### config.mk
export PLATFORM = sky130hd
export DESIGN_NAME = acp_cmd_parser
export DESIGN_NICKNAME = d
export VERILOG_FILES = /design/src/hw/acp_pkg.sv /design/src/hw/acp_cmd_parser.sv /design/src/hw/acp_tx_framer.sv
export VERILOG_INCLUDE_DIRS = /design/src /design/src/hw
export SDC_FILE = /design/constraint.sdc
export NUM_CORES = 1
export LEC_CHECK = 0
export ABC_AREA = 1
export BUFFER_PORTS_ARGS = -buffer_cell sky130_fd_sc_hd__buf_4
export CAP_MARGIN = 20
export CORE_MARGIN = 5
export CORE_UTILIZATION = 45
export CTS_CLUSTER_SIZE = 12
export DETAILED_ROUTE_END_ITERATION = 6
export HOLD_SLACK_MARGIN = 0.15
export PLACE_DENSITY = 0.65
export SLEW_MARGIN = 20
export SYNTH_ARGS = -nofsm -noshare
export SYNTH_HDL_FRONTEND = slang
export SYNTH_SLANG_ARGS = --single-unit
### constraint.sdc
create_clock -name clk_sys -period 2.9 [get_ports clk_sys]
set_clock_uncertainty 0.05 [all_clocks]
set_input_delay 0.87 -clock clk_sys [delete_from_list [all_inputs] [get_ports clk_sys]]
set_output_delay 0.87 -clock clk_sys [all_outputs]
set_load 0.01 [all_outputs]
### src/hw/acp_defines.svh
`ifndef ACP_DEFINES_SVH
`define ACP_DEFINES_SVH

// Character codes
`define ACP_CH_CR        8'h0d
`define ACP_CH_LF        8'h0a
`define ACP_CH_STAR      8'h2a
`define ACP_CH_QUERY     8'h3f
`define ACP_CH_DOT       8'h2e
`define ACP_CH_MINUS     8'h2d
`define ACP_CH_ZERO      8'h30
`define ACP_CH_NINE      8'h39
`define ACP_CASE_BIT     8'h20

// Status byte bit positions
`define ACP_ST_COMMS     0
`define ACP_ST_FIL       1
`define ACP_ST_QMF       4
`define ACP_ST_SUPPLY    6

// Error byte bit positions
`define ACP_LOW_SUPPLY_BIT    6
`define ACP_EMISSION_FAIL_BIT 6
`define ACP_RF_MAX_FAIL_BIT   7
`define ACP_BAD_CMD_BIT       0

// Reset values
`define ACP_ERR_RESET    8'h00

// Mass limit default (variant 100, 200 or 300)
`define ACP_MASS_MAX_DEF 100

// Error indicator flash: two flashes, each phase this long
`define ACP_FLASH_NS     200000000
`define ACP_CLK_NS       100
`define ACP_FLASH_CYC    (`ACP_FLASH_NS / `ACP_CLK_NS)
`define ACP_FLASH_PHASES 4

// Ion current word length in bytes
`define ACP_ION_BYTES    4

`endif

### src/hw/acp_pkg.sv
package acp_pkg;

    // Parameter form that followed the command name
    typedef enum logic [1:0] {
        ACP_PAR_NONE,
        ACP_PAR_NUM,
        ACP_PAR_DEFAULT,
        ACP_PAR_QUERY
    } acp_par_e;

    // Decoded command names handled here
    typedef enum logic [2:0] {
        ACP_CMD_UNKNOWN,
        ACP_CMD_QUERY_STATUS,
        ACP_CMD_QUERY_SUPPLY,
        ACP_CMD_QUERY_FILAMENT,
        ACP_CMD_QUERY_MASSFILTER,
        ACP_CMD_QUERY_COMMS,
        ACP_CMD_OTHER
    } acp_cmd_e;

    // Parsed command handed to the executive
    typedef struct packed {
        logic [15:0] name;
        acp_par_e    form;
        logic        isReal;
        logic        negative;
        logic [15:0] value;
    } acp_parsed_s;

    // Hardware check events from the analog side
    typedef struct packed {
        logic lowSupply;
        logic emissionFail;
        logic rfMaxFail;
        logic overPressure;
    } acp_fault_s;

    // Front-panel indicators
    typedef struct packed {
        logic power;
        logic error;
        logic filament;
        logic leak;
    } acp_leds_s;

endpackage

### src/hw/acp_cmd_parser.sv
`timescale 1ns/1ps
`include "acp_defines.svh"

// Operation
// - Two-letter name, required parameter, case-blind
// - Act only after carriage return byte
// - Number, default or query forms, checked per command
// - Integer-only commands reject fractional numbers
// - Highest mass number set by variant
// - Query replies end with LF then CR
// - Ion current sent as four bytes, LSB first
// - Low supply sets supply bit 6, status 6
// - Failed power-up supply check: power off, error on
// - Overpressure with filament on kills it, lights error and leak
// - Emission failure sets filament bit 6, status 1
// - RF max failure sets mass-filter bit 7, status 4
// - Unknown name: no reply, flash, comms bits
// - Status and four error bytes each queryable
// - Some queries retest, others clear after read
// - Error steady for bits 1-7, two flashes for 0
module acp_cmd_parser #(
    parameter int unsigned MASS_MAX  = `ACP_MASS_MAX_DEF,
    parameter int unsigned FLASH_CYC = `ACP_FLASH_CYC
) (
    input  wire logic              clk_sys,
    input  wire logic              rst_n,
    input  wire logic              rxValid,       // Host byte strobe
    input  wire logic [7:0]        rxData,
    output logic                   rxReady,
    output logic                   txValid,
    output logic [7:0]             txData,
    input  wire logic              txReady,
    input  wire logic              ionValid,      // Ion reading to send
    input  wire logic [31:0]       ionWord,
    input  wire acp_pkg::acp_fault_s faults,      // One-cycle check events
    input  wire logic              powerUpCheck,  // High while power-up check runs
    input  wire logic              filamentOn,
    output logic                   filamentOff,   // Pulse: shut filament down
    output logic                   supplyRetest,  // Pulse: rerun supply test
    output logic                   cmdValid,      // Pulse: other command to execute
    output acp_pkg::acp_parsed_s   cmdOut,
    output logic                   badParam,      // Pulse: parameter form or value not allowed
    output logic [7:0]             statusByte,
    output acp_pkg::acp_leds_s     leds
);

    // -------------------------------------------------------------------------
    // Helpers
    // -------------------------------------------------------------------------
    function automatic logic [7:0] upcase(input logic [7:0] c);
        upcase = (c >= 8'h61 && c <= 8'h7a) ? (c & ~`ACP_CASE_BIT) : c;
    endfunction

    function automatic logic isDigit(input logic [7:0] c);
        isDigit = (c >= `ACP_CH_ZERO) && (c <= `ACP_CH_NINE);
    endfunction

    function automatic acp_pkg::acp_cmd_e decode(input logic [15:0] n);
        unique case (n)
            16'h4552: decode = acp_pkg::ACP_CMD_QUERY_STATUS;
            16'h4550: decode = acp_pkg::ACP_CMD_QUERY_SUPPLY;
            16'h4546: decode = acp_pkg::ACP_CMD_QUERY_FILAMENT;
            16'h4551: decode = acp_pkg::ACP_CMD_QUERY_MASSFILTER;
            16'h4543: decode = acp_pkg::ACP_CMD_QUERY_COMMS;
            16'h4944, 16'h494e, 16'h4447, 16'h4545, 16'h464c,
            16'h4d4c, 16'h4d49, 16'h4d46: decode = acp_pkg::ACP_CMD_OTHER;
            default:  decode = acp_pkg::ACP_CMD_UNKNOWN;
        endcase
    endfunction

    // -------------------------------------------------------------------------
    // Receive parser
    // -------------------------------------------------------------------------
    typedef enum logic [1:0] {
        ACP_RX_NAME0,
        ACP_RX_NAME1,
        ACP_RX_PARAM,
        ACP_RX_FLUSH
    } acp_rx_e;

    acp_rx_e             rxState_q;   // Parser position
    acp_pkg::acp_parsed_s par_q;      // Command being assembled
    logic                paramBad_q;  // Malformed parameter text
    logic                txBusy;      // Framer occupied
    logic                done;        // Terminator seen this cycle
    logic                rxTake;
    logic [7:0]          ch;

    assign rxReady = !txBusy;
    assign rxTake  = rxValid && rxReady;
    assign ch      = upcase(rxData);
    assign done    = rxTake && (rxData == `ACP_CH_CR);

    // Collect name and parameter characters until the terminator
    always_ff @(posedge clk_sys or negedge rst_n) begin
        if (!rst_n) begin
            rxState_q  <= ACP_RX_NAME0;
            par_q      <= '0;
            paramBad_q <= 1'b0;
        end else if (done) begin
            rxState_q  <= ACP_RX_NAME0;
        end else if (rxTake) begin
            unique case (rxState_q)
                ACP_RX_NAME0: begin
                    par_q      <= '0;
                    paramBad_q <= 1'b0;
                    par_q.name[15:8] <= ch;
                    rxState_q  <= ACP_RX_NAME1;
                end
                ACP_RX_NAME1: begin
                    par_q.name[7:0] <= ch;
                    rxState_q       <= ACP_RX_PARAM;
                end
                ACP_RX_PARAM: begin
                    // Classify the parameter by its first character
                    if (rxData == `ACP_CH_STAR && par_q.form == acp_pkg::ACP_PAR_NONE) begin
                        par_q.form <= acp_pkg::ACP_PAR_DEFAULT;
                    end else if (rxData == `ACP_CH_QUERY
                                 && par_q.form == acp_pkg::ACP_PAR_NONE) begin
                        par_q.form <= acp_pkg::ACP_PAR_QUERY;
                    end else if (rxData == `ACP_CH_MINUS
                                 && par_q.form == acp_pkg::ACP_PAR_NONE) begin
                        par_q.negative <= 1'b1;
                        par_q.form     <= acp_pkg::ACP_PAR_NUM;
                    end else if (rxData == `ACP_CH_DOT && !par_q.isReal
                                 && par_q.form inside {acp_pkg::ACP_PAR_NONE,
                                                       acp_pkg::ACP_PAR_NUM}) begin
                        par_q.isReal <= 1'b1;
                        par_q.form   <= acp_pkg::ACP_PAR_NUM;
                    end else if (isDigit(rxData)
                                 && par_q.form inside {acp_pkg::ACP_PAR_NONE,
                                                       acp_pkg::ACP_PAR_NUM}) begin
                        par_q.form <= acp_pkg::ACP_PAR_NUM;
                        // Only the integer part is kept
                        if (!par_q.isReal) begin
                            par_q.value <= 16'(par_q.value * 16'd10
                                               + 16'(rxData - `ACP_CH_ZERO));
                        end
                    end else begin
                        paramBad_q <= 1'b1;
                    end
                end
                default: rxState_q <= rxState_q;
            endcase
        end
    end

    // -------------------------------------------------------------------------
    // Command check at the terminator
    // -------------------------------------------------------------------------
    acp_pkg::acp_cmd_e kind;
    logic              nameOk;
    logic              isErrQuery;
    logic              formOk;

    assign kind       = decode(par_q.name);
    assign nameOk     = (rxState_q == ACP_RX_PARAM) && (kind != acp_pkg::ACP_CMD_UNKNOWN);
    assign isErrQuery = nameOk && (kind != acp_pkg::ACP_CMD_OTHER);
    // Error queries take only the query form; every other name needs a parameter
    assign formOk = !paramBad_q && (isErrQuery ? (par_q.form == acp_pkg::ACP_PAR_QUERY)
                                               : (par_q.form != acp_pkg::ACP_PAR_NONE));

    // Mass commands: integer part bounded by the variant constant
    logic massOver;
    assign massOver = (par_q.name inside {16'h4d4c, 16'h4d49, 16'h4d46})
                      && par_q.form == acp_pkg::ACP_PAR_NUM
                      && par_q.value > 16'(MASS_MAX);
    // Integer-only commands (mass range, energy, degas, init)
    logic realBad;
    assign realBad = par_q.isReal && (par_q.name inside {16'h4d49, 16'h4d46, 16'h4545,
                                                         16'h4447, 16'h494e});

    // Hand all but the error queries to the executive
    always_ff @(posedge clk_sys or negedge rst_n) begin
        if (!rst_n) begin
            cmdValid <= 1'b0;
            cmdOut   <= '0;
            badParam <= 1'b0;
        end else begin
            cmdValid <= done && nameOk && !isErrQuery && formOk && !massOver && !realBad;
            badParam <= done && nameOk && (!formOk || massOver || realBad);
            if (done) begin
                cmdOut <= par_q;
            end
        end
    end

    // -------------------------------------------------------------------------
    // Error bytes
    // -------------------------------------------------------------------------
    logic [7:0] supplyErr_q;
    logic [7:0] filamentErr_q;
    logic [7:0] massFilterErr_q;
    logic [7:0] commsErr_q;
    logic       badName;
    logic       queryFire;

    assign badName   = done && !nameOk;
    assign queryFire = done && isErrQuery && formOk;

    // Supply: cleared by its query, set again by the check, including the retest that follows
    always_ff @(posedge clk_sys or negedge rst_n) begin
        if (!rst_n) begin
            supplyErr_q <= `ACP_ERR_RESET;
        end else if (faults.lowSupply) begin
            supplyErr_q[`ACP_LOW_SUPPLY_BIT] <= 1'b1;
        end else if (queryFire && kind == acp_pkg::ACP_CMD_QUERY_SUPPLY) begin
            supplyErr_q <= `ACP_ERR_RESET;
        end
    end

    // Filament, mass filter and comms: clear on read, new event wins
    always_ff @(posedge clk_sys or negedge rst_n) begin
        if (!rst_n) begin
            filamentErr_q   <= `ACP_ERR_RESET;
            massFilterErr_q <= `ACP_ERR_RESET;
            commsErr_q      <= `ACP_ERR_RESET;
        end else begin
            if (queryFire && kind == acp_pkg::ACP_CMD_QUERY_FILAMENT) begin
                filamentErr_q <= `ACP_ERR_RESET;
            end
            if (faults.emissionFail || (faults.overPressure && filamentOn)) begin
                filamentErr_q[`ACP_EMISSION_FAIL_BIT] <= 1'b1;
            end
            if (queryFire && kind == acp_pkg::ACP_CMD_QUERY_MASSFILTER) begin
                massFilterErr_q <= `ACP_ERR_RESET;
            end
            if (faults.rfMaxFail) begin
                massFilterErr_q[`ACP_RF_MAX_FAIL_BIT] <= 1'b1;
            end
            if (queryFire && kind == acp_pkg::ACP_CMD_QUERY_COMMS) begin
                commsErr_q <= `ACP_ERR_RESET;
            end
            if (badName) begin
                commsErr_q[`ACP_BAD_CMD_BIT] <= 1'b1;
            end
        end
    end

    // Status summarises the error bytes
    always_comb begin
        statusByte = 8'h00;
        statusByte[`ACP_ST_COMMS]  = |commsErr_q;
        statusByte[`ACP_ST_FIL]    = |filamentErr_q;
        statusByte[`ACP_ST_QMF]    = |massFilterErr_q;
        statusByte[`ACP_ST_SUPPLY] = |supplyErr_q;
    end

    // Supply query replies first, then retests; the check reports through faults
    always_ff @(posedge clk_sys or negedge rst_n) begin
        if (!rst_n) begin
            supplyRetest <= 1'b0;
        end else begin
            supplyRetest <= queryFire && kind == acp_pkg::ACP_CMD_QUERY_SUPPLY;
        end
    end

    // -------------------------------------------------------------------------
    // Reply selection
    // -------------------------------------------------------------------------
    logic [7:0] replyByte;
    always_comb begin
        unique case (kind)
            acp_pkg::ACP_CMD_QUERY_SUPPLY:     replyByte = supplyErr_q;
            acp_pkg::ACP_CMD_QUERY_FILAMENT:   replyByte = filamentErr_q;
            acp_pkg::ACP_CMD_QUERY_MASSFILTER: replyByte = massFilterErr_q;
            acp_pkg::ACP_CMD_QUERY_COMMS:      replyByte = commsErr_q;
            default:                           replyByte = statusByte;
        endcase
    end

    // Unknown names never start a reply
    acp_tx_framer u_framer (
        .clk_sys   (clk_sys),
        .rst_n     (rst_n),
        .startText (queryFire),
        .textByte  (replyByte),
        .startIon  (ionValid && !queryFire),
        .ionWord   (ionWord),
        .busy      (txBusy),
        .txValid   (txValid),
        .txData    (txData),
        .txReady   (txReady)
    );

    // -------------------------------------------------------------------------
    // Front-panel indicators
    // -------------------------------------------------------------------------
    logic [31:0] flashCnt_q;   // Cycles within one flash phase
    logic [2:0]  flashPh_q;    // Remaining on/off phases
    logic        supplyFail_q; // Latched failed power-up supply check
    logic        filOff_q;     // Filament killed by overpressure
    logic        leak_q;

    // Two flashes: four phases, odd ones lit
    always_ff @(posedge clk_sys or negedge rst_n) begin
        if (!rst_n) begin
            flashCnt_q <= 32'h0000_0000;
            flashPh_q  <= 3'd0;
        end else if (badName) begin
            flashCnt_q <= 32'h0000_0000;
            flashPh_q  <= 3'(`ACP_FLASH_PHASES);
        end else if (flashPh_q != 3'd0) begin
            if (flashCnt_q == FLASH_CYC - 1) begin
                flashCnt_q <= 32'h0000_0000;
                flashPh_q  <= flashPh_q - 3'd1;
            end else begin
                flashCnt_q <= flashCnt_q + 32'd1;
            end
        end
    end

    // Supply failure at power-up and overpressure protection
    always_ff @(posedge clk_sys or negedge rst_n) begin
        if (!rst_n) begin
            supplyFail_q <= 1'b0;
            filOff_q     <= 1'b0;
            leak_q       <= 1'b0;
            filamentOff  <= 1'b0;
        end else begin
            if (powerUpCheck && faults.lowSupply) begin
                supplyFail_q <= 1'b1;
            end
            filamentOff <= faults.overPressure && filamentOn;
            if (faults.overPressure && filamentOn) begin
                leak_q   <= 1'b1;
                filOff_q <= 1'b1;
            end else if (filamentOn && !filOff_q) begin
                leak_q <= 1'b0;
            end
            if (!filamentOn) begin
                filOff_q <= 1'b0;
            end
        end
    end

    // Steady error for bits 1-7, flashed only for comms
    always_comb begin
        leds.power    = !supplyFail_q;
        leds.error    = (|statusByte[7:1]) || supplyFail_q || leak_q
                        || flashPh_q[0];
        leds.filament = filamentOn && !filOff_q;
        leds.leak     = leak_q;
    end

endmodule

### src/hw/acp_tx_framer.sv
`timescale 1ns/1ps
`include "acp_defines.svh"

// -----------------------------------------------------------------------------
// Reply framer: ASCII byte + LF CR, or raw four-byte ion word, LSB first
// -----------------------------------------------------------------------------
module acp_tx_framer (
    input  wire logic        clk_sys,
    input  wire logic        rst_n,
    input  wire logic        startText,  // Send textByte then LF CR
    input  wire logic [7:0]  textByte,
    input  wire logic        startIon,   // Send ionWord as four bytes
    input  wire logic [31:0] ionWord,
    output logic             busy,
    output logic             txValid,
    output logic [7:0]       txData,
    input  wire logic        txReady
);

    logic [31:0] shift_q;     // Bytes still to go, next in low byte
    logic [2:0]  left_q;      // Bytes remaining in the frame

    // Handshake combinational, data from flops
    assign busy    = (left_q != 3'd0);
    assign txValid = busy;
    assign txData  = shift_q[7:0];

    // Load a frame or shift out one byte per accepted beat
    always_ff @(posedge clk_sys or negedge rst_n) begin
        if (!rst_n) begin
            shift_q <= 32'h0000_0000;
            left_q  <= 3'd0;
        end else if (!busy && startIon) begin
            shift_q <= ionWord;
            left_q  <= 3'(`ACP_ION_BYTES);
        end else if (!busy && startText) begin
            shift_q <= {8'h00, `ACP_CH_CR, `ACP_CH_LF, textByte};
            left_q  <= 3'd3;
        end else if (busy && txReady) begin
            shift_q <= {8'h00, shift_q[31:8]};
            left_q  <= left_q - 3'd1;
        end
    end

endmodule

; After elaboration in Yosys (flattened, before gate mapping)
; Cells that the tools add are included.
[totals]
memories = 0
register_bits = 156
latch_bits = 0
output_inout_bits = 62
input_bits = 51
ramBits = 0
rom_bits = 0
wordCells = 217
[op_classes]
n_mux = 53
shift = 0
reduce_logical = 85
mul = 1
n_eq_ne = 39
bitwise = 1
n_lt_le_gt_ge = 5
addsub = 5
div = 0
[op_table]
columns = op, count
row1 = "equality test 16 x 15 -> 1 bit, second input constant", 13
row2 = 2-to-1 mux 32 bit, 6
row3 = 2-to-1 mux 16 bit, 4
row4 = one-hot mux 20 bit (2 select lines), 1
row5 = logical AND 1 bit, 36
row6 = 2-to-1 mux 18 bit, 2
row7 = "adder 32 x 1 -> 32 bit, second input constant", 1
row8 = "equality test 32 x 21 -> 1 bit, second input constant", 1
row9 = "equality test 8 x 6 -> 1 bit, second input constant", 4
row10 = one-hot mux 8 bit (4 select lines), 1
row11 = nonzero test 2 bit, 12
row12 = 2-to-1 mux 1 bit, 18
row13 = 2-to-1 mux 3 bit, 6
row14 = "inequality test 2 bit, second input constant", 9
row15 = one-hot mux 3 bit (6 select lines), 1
row16 = nonzero test 3 bit, 6
row17 = adder 16 bit, 1
row18 = "> comparator 16 x 7 -> 1 bit, second input constant", 1
row19 = "multiplier 16 x 3 -> 15 bit, second input constant", 1
row20 = one-hot mux 8 bit (2 select lines), 1
row21 = 2-to-1 mux 2 bit, 7
row22 = 2-to-1 mux 7 bit, 2
row23 = logical NOT 1 bit, 11
row24 = AND reduction 9 bit, 1
row25 = 30 further kinds, 43

; Depth between registers and ports, before layout
[logic_depth]
ltp_word = 13
depth_mapped = 20
mapped_depth_nobuf = 20

; Hierarchy
; A second synthesis with hierarchy kept.
[hier_totals]
cells_unflattened = 1356
area_unflattened_um2 = 10110.9
[by_module_without_submodules]
columns = module, cells_each, seq_area_each_um2, area_per_inst_um2, n_inst
row1 = acp_cmd_parser, 1111, 3027.9, 8244.2, 1
row2 = acp_tx_framer, 245, 875.8, 1866.8, 1

; Least setup slack after synthesis
; OpenSTA, ideal clock, no wires.
[synth_path]
kind = reg-to-reg
start = register par_q[1] (netlist name)
end = register par_q[15] (netlist name)
path_stages_with_launch = 21
required_ns = 2.767
slack_ns = -0.286
setup_time_ns = 0.083
n_path_buf = 0
period_less_slack_ns = 3.186
arrival_ns = 3.053
path_cell_list = dfrtp_1 ha_1 ha_1 inv_1 fa_1 inv_1 a31oi_1 o21ai_0 nand3_1 nand2_1 nand2_1 nand2_1 a21oi_1 xnor2_1 ha_1 nand2_1 nor2_1 a211oi_1 nand2_1 xnor2_1 o21ai_0
[synth_via]
elab_chain_cells = 9
[synth_lines]
columns = element, line_no
row1 = start: declaration, acp_cmd_parser.sv:82  ; acp_pkg::acp_parsed_s par_q;
row2 = multiplier 16 x 3 -> 15 bit, acp_cmd_parser.sv:136  ; par_q.value <= 16'(par_q.value * 16'd10
row3 = adder 16 bit, acp_cmd_parser.sv:136
row4 = 2-to-1 mux 16 bit, acp_cmd_parser.sv:135  ; if (!par_q.isReal) begin
row5 = 2-to-1 mux 16 bit, acp_cmd_parser.sv:130  ; end else if (isDigit(rxData)
row6 = 2-to-1 mux 16 bit, acp_cmd_parser.sv:125  ; end else if (rxData == `ACP_CH_DOT && !par_q.isReal
row7 = 2-to-1 mux 16 bit, acp_cmd_parser.sv:121  ; end else if (rxData == `ACP_CH_MINUS
row8 = 2-to-1 mux 18 bit, acp_cmd_parser.sv:118  ; end else if (rxData == `ACP_CH_QUERY
row9 = 2-to-1 mux 18 bit, acp_cmd_parser.sv:116  ; if (rxData == `ACP_CH_STAR && par_q.form == acp_pkg::ACP_PAR_NONE) begin
row10 = one-hot mux 20 bit (2 select lines), acp_cmd_parser.sv:103  ; unique case (rxState_q)
; Every way passes these cells. The select of a mux whose other input is x is not followed.
; A chain may end at the register's enable or synchronous reset.

; Worst setup path after layout
[layout_path]
start = register par_q[3] (netlist name)
end = register par_q[14] (netlist name)
; Same word-level chain as after synthesis.

==> parameters.txt <==
Parameter                              Value

Pwr
  Power density relative to cell area    913 nW/um^2
  PnR Total Power    11.1 mW
  Worst vdd ir    0.000639 V
  LEAKAGE    6.06 nW

Clock network
  Number of buffers between clock root and the deepest sink    2
  Maximum level of the CTS H-tree    4
  Latest clock arrival within the worst-skew pair    about 0.43 ns
  Post-CTS clock slew at the launch and capture registers of the worst setup and hold paths    0.07 ns
  Clock sink count    around 160
  Clock tree from TritonCTS    built
  Number of clock buffers inserted by TritonCTS    17
  Root buffer selected by CTS    sky130_fd_sc_hd__clkbuf_16

Synthesis
  Most used flip-flop cell after synthesis    sky130_fd_sc_hd__dfrtp_1
  Synth Cell Area    9650 um^2
  Post-synthesis area per instance    7.57 um^2
  Synthesized instance count    1,275
  Async set-or-reset flop fraction in the synthesized netlist    1.00
  Cell taking the most area after synthesis    sky130_fd_sc_hd__dfrtp_1
  Synthesis warning total    0
  Distinct cells, synth    50
  Seq/Total Area, Yosys    0.405
  Most common cell in the netlist    sky130_fd_sc_hd__nand2_1
  Post-synthesis sequential element count    156
  Count of flip-flops with a built-in enable after synthesis    0
  Top cells by area in the synthesized netlist    sky130_fd_sc_hd__dfrtp_1, sky130_fd_sc_hd__nand2_1, sky130_fd_sc_hd__inv_1
  Top-area cell type share of the netlist area    0.405
  Top cells by instance count after synthesis    sky130_fd_sc_hd__nand2_1, sky130_fd_sc_hd__dfrtp_1, sky130_fd_sc_hd__inv_1

Floorplan
  Starting utilization of the core area    0.457
  Rows    53
  Area inside the core boundary    21,100 um^2
  Die width    156 um
  IO Count    113
  DIE HEIGHT    about 160 um
  Total Die Area    24,500 um^2

Timing
  RSZ-0062 raised after global routing    yes
  Final number of hold-violating endpoints    0
  Setup TNS Final    -1.67 ns
  Pins Over Slew Limit    0
  Final count of negative-setup-slack endpoints    8
  Slew headroom    0.573
  Time the worst path needs with I/O delays and setup    3.27 ns
  Worst path setup slack after routing    -0.374 ns
  Maximum clock frequency    305 MHz
  Transition at the pin with the smallest max-transition slack    0.635 ns
  Final cycle utilization of the critical path    1.13

Layout
  Layout net count    1,543
  Share of layout cells above drive strength 1    0.226
  Post-Route Utilization    0.578
  Number of diodes added for antenna fixing    0
  Filler Cells Inserted    1,992
  Area growth from synthesis to final layout    26.3%

Worst setup path
  Cell at the slowest stage of the critical path    sky130_fd_sc_hd__dfrtp_1
  Worst r2r path cells    21
  Critical Path Fanout Max    3
  CP cell instances    ha_4 > ha_4 > buf_6 > buf_6 > nand2_2 > nand2_2 > a21oi_4 > o21ai_2 > xor2_1 > ha_1 > nand2_2 > nor3_2 > o21ai_1 > nand3b_1 > nand3_2 > nand2_2 > a21oi_2 > o21bai_1 > nand2_1 > nand2_1 > o22ai_1
  Critical path arrival    between 3 and 4 ns
  Required time reported for the critical path endpoint    3.16 ns
  Crit path largest cell delay    around 0.43 ns
  Most repeated library cell on the critical path    sky130_fd_sc_hd__nand2_2
  Crit Path Class    reg2reg
  CP Launch Type    flop
  Kind of capture point of the worst setup path    flop

Routing
  Total number of vias    9,166
  Wire length reported by the detailed router    roughly 27,000 um
  First-pass iteration count of the detailed router    6
  Antenna Violating Nets Remaining    0
  Routed length per placed instance    15.8 um
  Number of design-rule violations left by the first detailed-router iteration    730
  DRC violation count after routing    0
  Number of vias per cell after detailed routing    5.29

Run status
  Result of the run    finished, violations left
  Failing checks    setup timing

Global routing
  Grt ovf    0
  Vias in the first global route    8,946
  Maximum number of pins on one net before global-route repair    60
  All-Layer GR Usage    0.227
  Global-route wire length before repair    45,200 um
  Initial antenna violation count    0

Place
  Quantity of I/O buffers inserted on ports    108
  Global placer's final weighted congestion    roughly 0.93
  Sum of net half-perimeters after detailed placement    20,300 um

Flow run
  Number of max-cap violations    0

Hold path
  Class of the tightest hold or removal check    in2async
==> stage by stage <==
stage / cell area, um^2 / setup WS [ns] / std cells / hold slack [ns]
after floorplan: 9670 / -0.195 / 1278 / 0.390
after global placement: 11200 / -0.270 / 1691 / 0.406
after detailed placement: 11200 / -0.293 / 1691 / 0.411
after CTS: 12000 / -0.261 / 1730 / 0.401
after global routing: 12200 / -0.532 / 1733 / 0.427
final: 12200 / -0.374 / 1733 / 0.384
==> report_power, final <==
group | leakage (nW) | total, mW | switching (mW) | internal, mW
logic | 3.82 | 5.98 | 3.16 | 2.82
clock network | 0.291 | 2.31 | 1.01 | 1.30
registers | 1.94 | 2.83 | 0.281 | 2.55
==> cells in the final DEF, fill, tap and decap left out, types with 11 or more instances in the layout <==
| cell | instances |
|---|---|
| sky130_fd_sc_hd__nand2_1 | 304 |
| sky130_fd_sc_hd__buf_4 | 181 |
| sky130_fd_sc_hd__dfrtp_1 | 156 |
| sky130_fd_sc_hd__inv_1 | 147 |
| sky130_fd_sc_hd__nor2_1 | 98 |
| sky130_fd_sc_hd__o21ai_0 | 82 |
| sky130_fd_sc_hd__nand3_1 | 81 |
| sky130_fd_sc_hd__nand4_1 | 44 |
| sky130_fd_sc_hd__nor3_1 | 36 |
| sky130_fd_sc_hd__ha_1 | 35 |
| sky130_fd_sc_hd__o21ai_1 | 25 |
| sky130_fd_sc_hd__nand2_2 | 24 |
| sky130_fd_sc_hd__a21oi_1 | 22 |
| sky130_fd_sc_hd__xor2_1 | 22 |
| sky130_fd_sc_hd__o22ai_1 | 18 |
| sky130_fd_sc_hd__clkbuf_16 | 17 |
| sky130_fd_sc_hd__inv_2 | 16 |
| sky130_fd_sc_hd__nor4_1 | 12 |
| sky130_fd_sc_hd__nor2_2 | 11 |
==> layout make-up <==
cell class | count | area [um^2] | share of cell area
clock buffer | 17 | 425 | 0.0349
clock inverter | 15 | 175 | 0.0144
inverter | 167 | 632 | 0.0519
multi-input combinational | 912 | 5220 | 0.428
sequential | 156 | 3900 | 0.320
tap | 275 | 344 | 0.0282
timing repair buffer | 191 | 1490 | 0.122
==> repair_timing <==
item | in CTS | in global routing
setup endpoints to repair | 8 | 10
hold buffers | 0 | 0
gates cloned | 0 | 0
gates resized for setup | 32 | 41
pin swaps | 27 | 31
setup buffers | 9 | 4
==> registers in the layout, indices dropped and copies added, names as in the netlist, 2 cells and up <==
register and flops:
cmdOut 36, u_framer.shift_q 32, flashCnt_q 32, par_q 36
u_framer.left_q 3, rxState_q 2, flashPh_q 3
==> per-layer routing <==
metal,GRT usage,up-vias,part of all wire
li1,-,4540,-
met1,0.312,4319,0.45
met2,0.365,264,0.48
met3,0.0409,43,0.057
met4,0.0715,0,0.021
met5,0,-,0
==> path summary, 6_finish.rpt <==
| check | startpoint | endpoint | slack [ns] |
|---|---|---|---|
| max | par_q[3]$_DFFE_PN0P_ | par_q[14]$_DFFE_PN0P_ | -0.37 |
| min | rst_n | cmdOut[28]$_DFFE_PN0P_ | 0.38 |
| max reg2reg | par_q[3]$_DFFE_PN0P_ | par_q[14]$_DFFE_PN0P_ | -0.37 |
| min reg2reg | u_framer.shift_q[22]$_DFFE_PN0P_ | u_framer.shift_q[22]$_DFFE_PN0P_ | 0.43 |
| max in group asynchronous | rst_n | flashCnt_q[2]$_DFFE_PN0P_ | 1.71 |
| min in group clk_sys | u_framer.shift_q[22]$_DFFE_PN0P_ | u_framer.shift_q[22]$_DFFE_PN0P_ | 0.43 |
==> logic make-up after synthesis <==
kind of cell | count (synthesis) | share of synthesized area
AND/OR/NAND/NOR | 630 | 0.293
flip-flops | 156 | 0.405
XOR/XNOR | 35 | 0.0318
AO/OA/AOI/OAI | 196 | 0.116
buffers and inverters | 210 | 0.0917
other | 1 | 0.000389
adder cells (fa/ha/maj) | 47 | 0.0625
==> critical path, delay by kind of cell (launching register included) <==
family | cells | cell delay (ns)
AND/OR/NAND/NOR | 9 | 0.87
XOR/XNOR | 1 | 0.17
buffers and inverters | 2 | 0.21
flip-flops | 1 | 0.43
AO/OA/AOI/OAI | 6 | 0.67
adder cells (fa/ha/maj) | 3 | 0.75
(Power assumes the default switching activity.)
